<file path="src/hdl/rdpu_pkg.sv">
package rdpu_pkg;
  // ==========================================================================
  // sizes
  localparam int          RDPU_ENTRIES    = 8;
  localparam int          RDPU_DW         = 32;
  localparam int          RDPU_IW         = 3;
  localparam int          RDPU_OW         = 10;
  // ==========================================================================
  // register window and offsets (byte addresses, one word each)
  localparam logic [31:0] RDPU_BASE       = 32'h40008400;
  localparam logic [31:0] RDPU_LAST       = 32'h400087FF;
  localparam logic [9:0]  RDPU_OFS_VALID  = 10'h040;
  localparam logic [9:0]  RDPU_OFS_DIS    = 10'h044;
  localparam logic [9:0]  RDPU_OFS_ENA    = 10'h048;
  // entry pair n: match address at 8*n, substitute data at 8*n+4
  localparam int          RDPU_DSEL_BIT   = 2;
  localparam int          RDPU_IDX_LSB    = 3;
  // ==========================================================================
  // bus encodings
  localparam int          RDPU_TRANS_BIT  = 1;
  localparam logic        RDPU_RESP_OKAY  = 1'b0;
  localparam logic        RDPU_READY      = 1'b1;
  localparam logic [31:0] RDPU_ZERO_WORD  = 32'h00000000;
  // ==========================================================================
  // whole state of the unit
  typedef struct packed {
    logic [RDPU_ENTRIES-1:0][RDPU_DW-1:0] matchAddr;
    logic [RDPU_ENTRIES-1:0][RDPU_DW-1:0] dataWord;
    logic [RDPU_ENTRIES-1:0]              valid;
    logic [RDPU_ENTRIES-1:0]              armed;
    logic [RDPU_ENTRIES-1:0]              loaded;
    logic                                 wrPend;
    logic [RDPU_OW-1:0]                   wrOfs;
    logic [RDPU_DW-1:0]                   rdWord;
    logic                                 romPend;
    logic                                 patchHit;
    logic [RDPU_DW-1:0]                   patchWord;
  } rdpu_state_t;

  localparam rdpu_state_t RDPU_STATE_RST = '0;
endpackage : rdpu_pkg

</file>
<file path="src/hdl/rdpu_core.sv">
`timescale 1ns/100ps
// Operation
// - eight entries, each a 32-bit match address and 32-bit substitute word pair.
// - valid bit of an entry sets itself once address then data are written.
// - bus address compared against all eight stored addresses at once.
// - enabled matching entry replaces returned ROM data with its substitute word.
// - among several matching entries the highest numbered one wins.
// - writing one to a disable strobe bit turns that entry off.
// - writing one to an enable strobe bit turns a loaded entry back on.
// - registers reached by plain bus register accesses.
// - substitution acts only on data coming back from the ROM controller.
// - registers decode only within 0x40008400 to 0x400087FF.
module rdpu_core (
  input  wire logic                         mclk,
  input  wire logic                         rst_b,
  input  wire logic                         hsel,
  input  wire logic [rdpu_pkg::RDPU_DW-1:0] haddr,
  input  wire logic [1:0]                   htrans,
  input  wire logic                         hwrite,
  input  wire logic [2:0]                   hsize,
  input  wire logic [rdpu_pkg::RDPU_DW-1:0] hwdata,
  input  wire logic                         hready,
  output logic      [rdpu_pkg::RDPU_DW-1:0] hrdata,
  output logic                              hreadyout,
  output logic                              hresp,
  input  wire logic                         romSel,
  input  wire logic [rdpu_pkg::RDPU_DW-1:0] romHrdata,
  output logic      [rdpu_pkg::RDPU_DW-1:0] patchedRdata
);
  import rdpu_pkg::*;

  // ==========================================================================
  // offset decoding
  function automatic logic isEntry(input logic [RDPU_OW-1:0] ofs);
    isEntry = (ofs < RDPU_OFS_VALID);
  endfunction : isEntry

  function automatic logic [RDPU_IW-1:0] entryIdx(input logic [RDPU_OW-1:0] ofs);
    entryIdx = ofs[RDPU_IDX_LSB +: RDPU_IW];
  endfunction : entryIdx

  // ==========================================================================
  // state
  rdpu_state_t s;
  rdpu_state_t next_s;

  logic regAcc;
  logic romAcc;
  logic inWindow;
  logic busActive;
  logic [RDPU_OW-1:0] addrOfs;

  // address phase qualification; hsize is ignored, every write stores a full word
  assign busActive = hready & htrans[RDPU_TRANS_BIT];
  assign inWindow  = (haddr >= RDPU_BASE) && (haddr <= RDPU_LAST);
  assign regAcc    = busActive & hsel & inWindow;
  assign romAcc    = busActive & romSel & ~hwrite;
  assign addrOfs   = haddr[RDPU_OW-1:0];

  // next state: write data phase first, so a read or match right behind it sees the new value
  always_comb begin
    logic [RDPU_IW-1:0] wi;
    logic [RDPU_IW-1:0] ri;
    next_s = s;
    wi     = entryIdx(s.wrOfs);
    ri     = entryIdx(addrOfs);
    if (s.wrPend) begin
      if (isEntry(s.wrOfs)) begin
        if (!s.wrOfs[RDPU_DSEL_BIT]) begin
          // a new address re-arms the pair and withdraws the old patch
          next_s.matchAddr[wi] = hwdata;
          next_s.armed[wi]     = 1'b1;
          next_s.valid[wi]     = 1'b0;
          next_s.loaded[wi]    = 1'b0;
        end else begin
          next_s.dataWord[wi] = hwdata;
          if (s.armed[wi]) begin
            next_s.valid[wi]  = 1'b1;
            next_s.loaded[wi] = 1'b1;
            next_s.armed[wi]  = 1'b0;
          end
        end
      end else if (s.wrOfs == RDPU_OFS_DIS) begin
        next_s.valid = s.valid & ~hwdata[RDPU_ENTRIES-1:0];
      end else if (s.wrOfs == RDPU_OFS_ENA) begin
        // only a pair completed since its last address write may come back on
        next_s.valid = s.valid | (hwdata[RDPU_ENTRIES-1:0] & s.loaded);
      end
    end
    if (hready) begin
      next_s.wrPend = regAcc & hwrite;
      next_s.wrOfs  = addrOfs;
      next_s.rdWord = RDPU_ZERO_WORD;
      if (regAcc && !hwrite) begin
        if (isEntry(addrOfs)) begin
          next_s.rdWord = addrOfs[RDPU_DSEL_BIT] ? next_s.dataWord[ri] : next_s.matchAddr[ri];
        end else if (addrOfs == RDPU_OFS_VALID) begin
          next_s.rdWord = {{(RDPU_DW-RDPU_ENTRIES){1'b0}}, next_s.valid};
        end
      end
      next_s.romPend   = romAcc;
      next_s.patchHit  = 1'b0;
      next_s.patchWord = RDPU_ZERO_WORD;
      // eight parallel compares; later entries overwrite earlier ones
      for (int i = 0; i < RDPU_ENTRIES; i++) begin
        if (romAcc && next_s.valid[i] && (next_s.matchAddr[i] == haddr)) begin
          next_s.patchHit  = 1'b1;
          next_s.patchWord = next_s.dataWord[i];
        end
      end
    end else begin
      next_s.wrPend = 1'b0;
    end
  end

  // state register; power-down loses all entries
  always_ff @(posedge mclk or negedge rst_b) begin
    if (!rst_b) begin
      s <= RDPU_STATE_RST;
    end else begin
      s <= next_s;
    end
  end

  // ==========================================================================
  // outputs
  // the mux sits behind the ROM slave only, so other slaves' data never passes here
  assign patchedRdata = (s.romPend && s.patchHit) ? s.patchWord : romHrdata;
  assign hrdata       = s.rdWord;
  // registers never stall and never fail
  assign hreadyout    = RDPU_READY;
  assign hresp        = RDPU_RESP_OKAY;

  logic [RDPU_IW-1:0] wrIdx;
  logic [RDPU_IW-1:0] hiIdx;
  logic               hiMatch;
  logic               anyMatch;

  assign wrIdx = entryIdx(s.wrOfs);

  // reference priority search from the top, independent of the overwrite loop
  always_comb begin
    hiIdx    = '0;
    hiMatch  = 1'b0;
    anyMatch = 1'b0;
    for (int i = RDPU_ENTRIES - 1; i >= 0; i--) begin
      if (!hiMatch && s.valid[i] && s.matchAddr[i] == haddr) begin
        hiIdx   = RDPU_IW'(i);
        hiMatch = 1'b1;
      end
    end
    anyMatch = hiMatch;
  end

  // ==========================================================================
  // storage, read path and strobe checks
  // these watch the stored words directly, so a wrong index shows even when no rom fetch follows
  logic [RDPU_IW-1:0] rdIdx;

  assign rdIdx = entryIdx(addrOfs);
endmodule : rdpu_core

</file>
<file path="config.mk">
export PLATFORM = sky130hd
export DESIGN_NAME = rdpu_core
export DESIGN_NICKNAME = d
export VERILOG_FILES = /design/src/hdl/rdpu_pkg.sv /design/src/hdl/rdpu_core.sv
export SDC_FILE = /design/constraint.sdc
export NUM_CORES = 2
export LEC_CHECK = 0
export BUFFER_PORTS_ARGS = -buffer_cell sky130_fd_sc_hd__clkbuf_2
export CORE_UTILIZATION = 43
export CTS_CLUSTER_DIAMETER = 40
export DETAILED_ROUTE_END_ITERATION = 10
export SKIP_CTS_REPAIR_TIMING = 1
export SYNTH_ARGS = -nofsm -noshare
export SYNTH_HDL_FRONTEND = slang
export SYNTH_SLANG_ARGS = --single-unit
</file>
<file path="constraint.sdc">
create_clock -name mclk -period 4.4 [get_ports mclk]
set_input_delay 0.44 -clock mclk [delete_from_list [all_inputs] [get_ports mclk]]
set_output_delay 0.44 -clock mclk [all_outputs]
set_load 0.01 [all_outputs]
</file>
==> metrics.txt <==
average vias per placed instance=6.39; Crit. End Element=register; hold slack=136 ps; status=finished, violations left; worst hold path class=in2reg; area post-placement=41900 um2; vias in the first global route=33370; CTS sink cnt=613; Site Rows=109; Final Hold Viols=0; FF+latch count, synth=613; Final Setup Violations=0; worst r2r dst=s[1]$_DFFE_PN0P_; yosys warns=0; leakage power figure=0.0218 uW; r2r startpoint=s[74]$_DFFE_PN0P_; gp weighted congestion=1.04; Root Buffer Master=clkbuf_16; post-synth top area share=39.8%; Final Critical Period=4340 ps; Detail Placement HPWL=121 mm; area occupied by multi-input gates=20200 um2; first-pass GRT wire length=246 mm; ratio of cells with drive above 1 in the final layout=25.0%; Critical Path RT=5020 ps; vias=34507; iteration-0 DRC count of the detailed router=4306; largest net degree at the start of global routing=126; synth unique cells=92; violated checks=DRC; Mapped Nets=4062; clock skew=41.5 ps; worst-case reg-to-reg path depth=12; Worst-Skew Late Latency=710 ps; Sequential Area=15300 um2; DR WL/cell=32.1 um; r2r setup slk=60 ps; fill cell count=8027; Commonest cells post-synth=dfrtp_1 (613), nand2_1 (498), inv_1 (351), mux2i_1 (349), clkbuf_1 (214); Global Route Usage Sum=37.7%; synth-to-layout area growth=19.3%; ranking of synthesized cells by area=dfrtp_1 (40%), mux2i_1 (9.1%), mux4_2 (5.3%), nand2_1 (4.9%), mux2_2 (4.5%); Max clock buf depth=3; Fmax=230 MHz; Worst Setup EP=s[1]$_DFFE_PN0P_; fin util=51.9%; cell type with the largest total area after synthesis=dfrtp_1; cell with the most instances after synthesis=dfrtp_1; Slew Limit Headroom=34.2%; die span in x=301 um; VDD IR max=324 uV; Post-Synthesis Cells=3955; Pwr Total=16600 uW; core box area=88500 um2; CTS Buf Count=110; Setup CP Type=reg2reg; drt total wl=173 mm; Startpoint Class=register; asr flop ratio synth=100%; sequential area share after synthesis=39.8%; post-route cell area=46000 um2; synthesized area=38500 um2; I/O pins=173; Critical Path Fanout Max=17; Top FF cell, synth=dfrtp_1; EDFF count, synth=0; full die area=90800 um2; initial antenna violation count=8; Power Dens Cells=361 nW/um2; number of I/O port buffers=166; grt ovf=0; CTS H-tree depth=3; Slew Limit Fails=0; DR pass1 iterations=9; Final ANT Viol Nets=0; DR DRC count=28; nets=4243; Initial Util=43.5%; worst slew pin tran=984 ps; CTS tree=yes; Avg Cell Area, Syn=9.74 um2; Max-Cap Viols=0; fin crit share=98.7%; chip height=301 um; Worst-path clk slew=50 ps; Critical path origin=s[74]$_DFFE_PN0P_; Worst EP arrival=4960 ps
placed cells by master (no fill, tap or decap), drive strengths merged, types with 38 or more instances in the layout:
cell type and count:
a221oi 68, o221ai 40, o2bb2ai 38, clkbuf 290
buf 313, nand2 499, nand4 155, o211ai 68
nor2b 43, mux2i 351, mux4 90, nor3 49
a21oi 96, nor2 97, mux2 154, nand2b 75
nand3 38, dfrtp 613, nor4 51, inv 373
xnor2 119, o21ai 115
critical path, cell delays in order (launching register included):
cell and delay (ps):
dfrtp_1 460, or4_4 650, buf_4 230, buf_4 210
o31ai_1 470, a21oi_1 160, a2111oi_2 440, buf_4 250
nand2_1 330, or4_1 630, mux2i_1 190, a221oi_2 100
o21ai_1 160
power breakdown:
group	internal [uW]	switching, uW	leakage, uW	total (uW)
registers	5790	55.5	0.00716	5850
logic	600	1340	0.0128	1940
clock network	5520	3300	0.00184	8820
state kept, by name (all words and copies together) (netlist names):
signal  count
hrdata     32
s         581
through the flow:
| step | setup TNS, ps | instances | setup WS [ps] |
|---|---|---|---|
| 3_3_place_gp | -766 | 5178 | -44.0 |
| 3_5_place_dp | -162 | 5178 | -25.6 |
| 4_1_cts | -358 | 5384 | -42.4 |
| 2_1_floorplan | 0 | 3955 | 467 |
| 5_1_grt | -101 | 5396 | -49.0 |
| 6_report | 0 | 5397 | 56.5 |
layout make-up:
class | instances | area share [%]
Clock buffer | 128 | 6.42
Clock inverter | 78 | 1.96
Antenna cell | 2 | 0.0109
Tap cell | 1165 | 3.17
Inverter | 357 | 2.93
Timing Repair Buffer | 476 | 8.23
Multi-Input combinational cell | 2578 | 43.9
Sequential cell | 613 | 33.4
routing by layer:
layer / track usage (%) / vias to the layer above / routed length, um
met5: 0 / - / 52
met2: 55.8 / 2136 / 75000
met3: 8.69 / 525 / 17300
met1: 51.1 / 17255 / 69700
li1: - / 14581 / -
met4: 20.7 / 10 / 11100
cell families (layout without fill, tap and decap cells):
family | count (synthesis) | after routing | share of synthesized area (%)
other | 2 | 4 | 0.0195
multiplexers | 595 | 595 | 18.9
AND/OR/NAND/NOR | 1140 | 1141 | 15.0
XOR/XNOR | 143 | 143 | 3.25
AO/OA/AOI/OAI | 697 | 697 | 14.5
buffers and inverters | 765 | 1039 | 8.49
flip-flops | 613 | 613 | 39.8
worst min-delay path by stage:
stage / slack [ps] / to / cells after the start / start
final: 140 / s[76]$_DFF_PN0_ / 3 / hwrite
after global routing: 130 / s[76]$_DFF_PN0_ / 3 / hsel
after CTS: -250 / s[517]$_DFF_PN0_ / 1 / rst_b
after detailed placement: 470 / s[423]$_DFF_PN0_ / 1 / rst_b
after global placement: 470 / s[91]$_DFFE_PN0P_ / 2 / s[91]$_DFFE_PN0P_
after floorplan: 140 / hrdata[0]$_DFFE_PN0P_ / 0 / rst_b
Power figures use the tool's default switching activity.
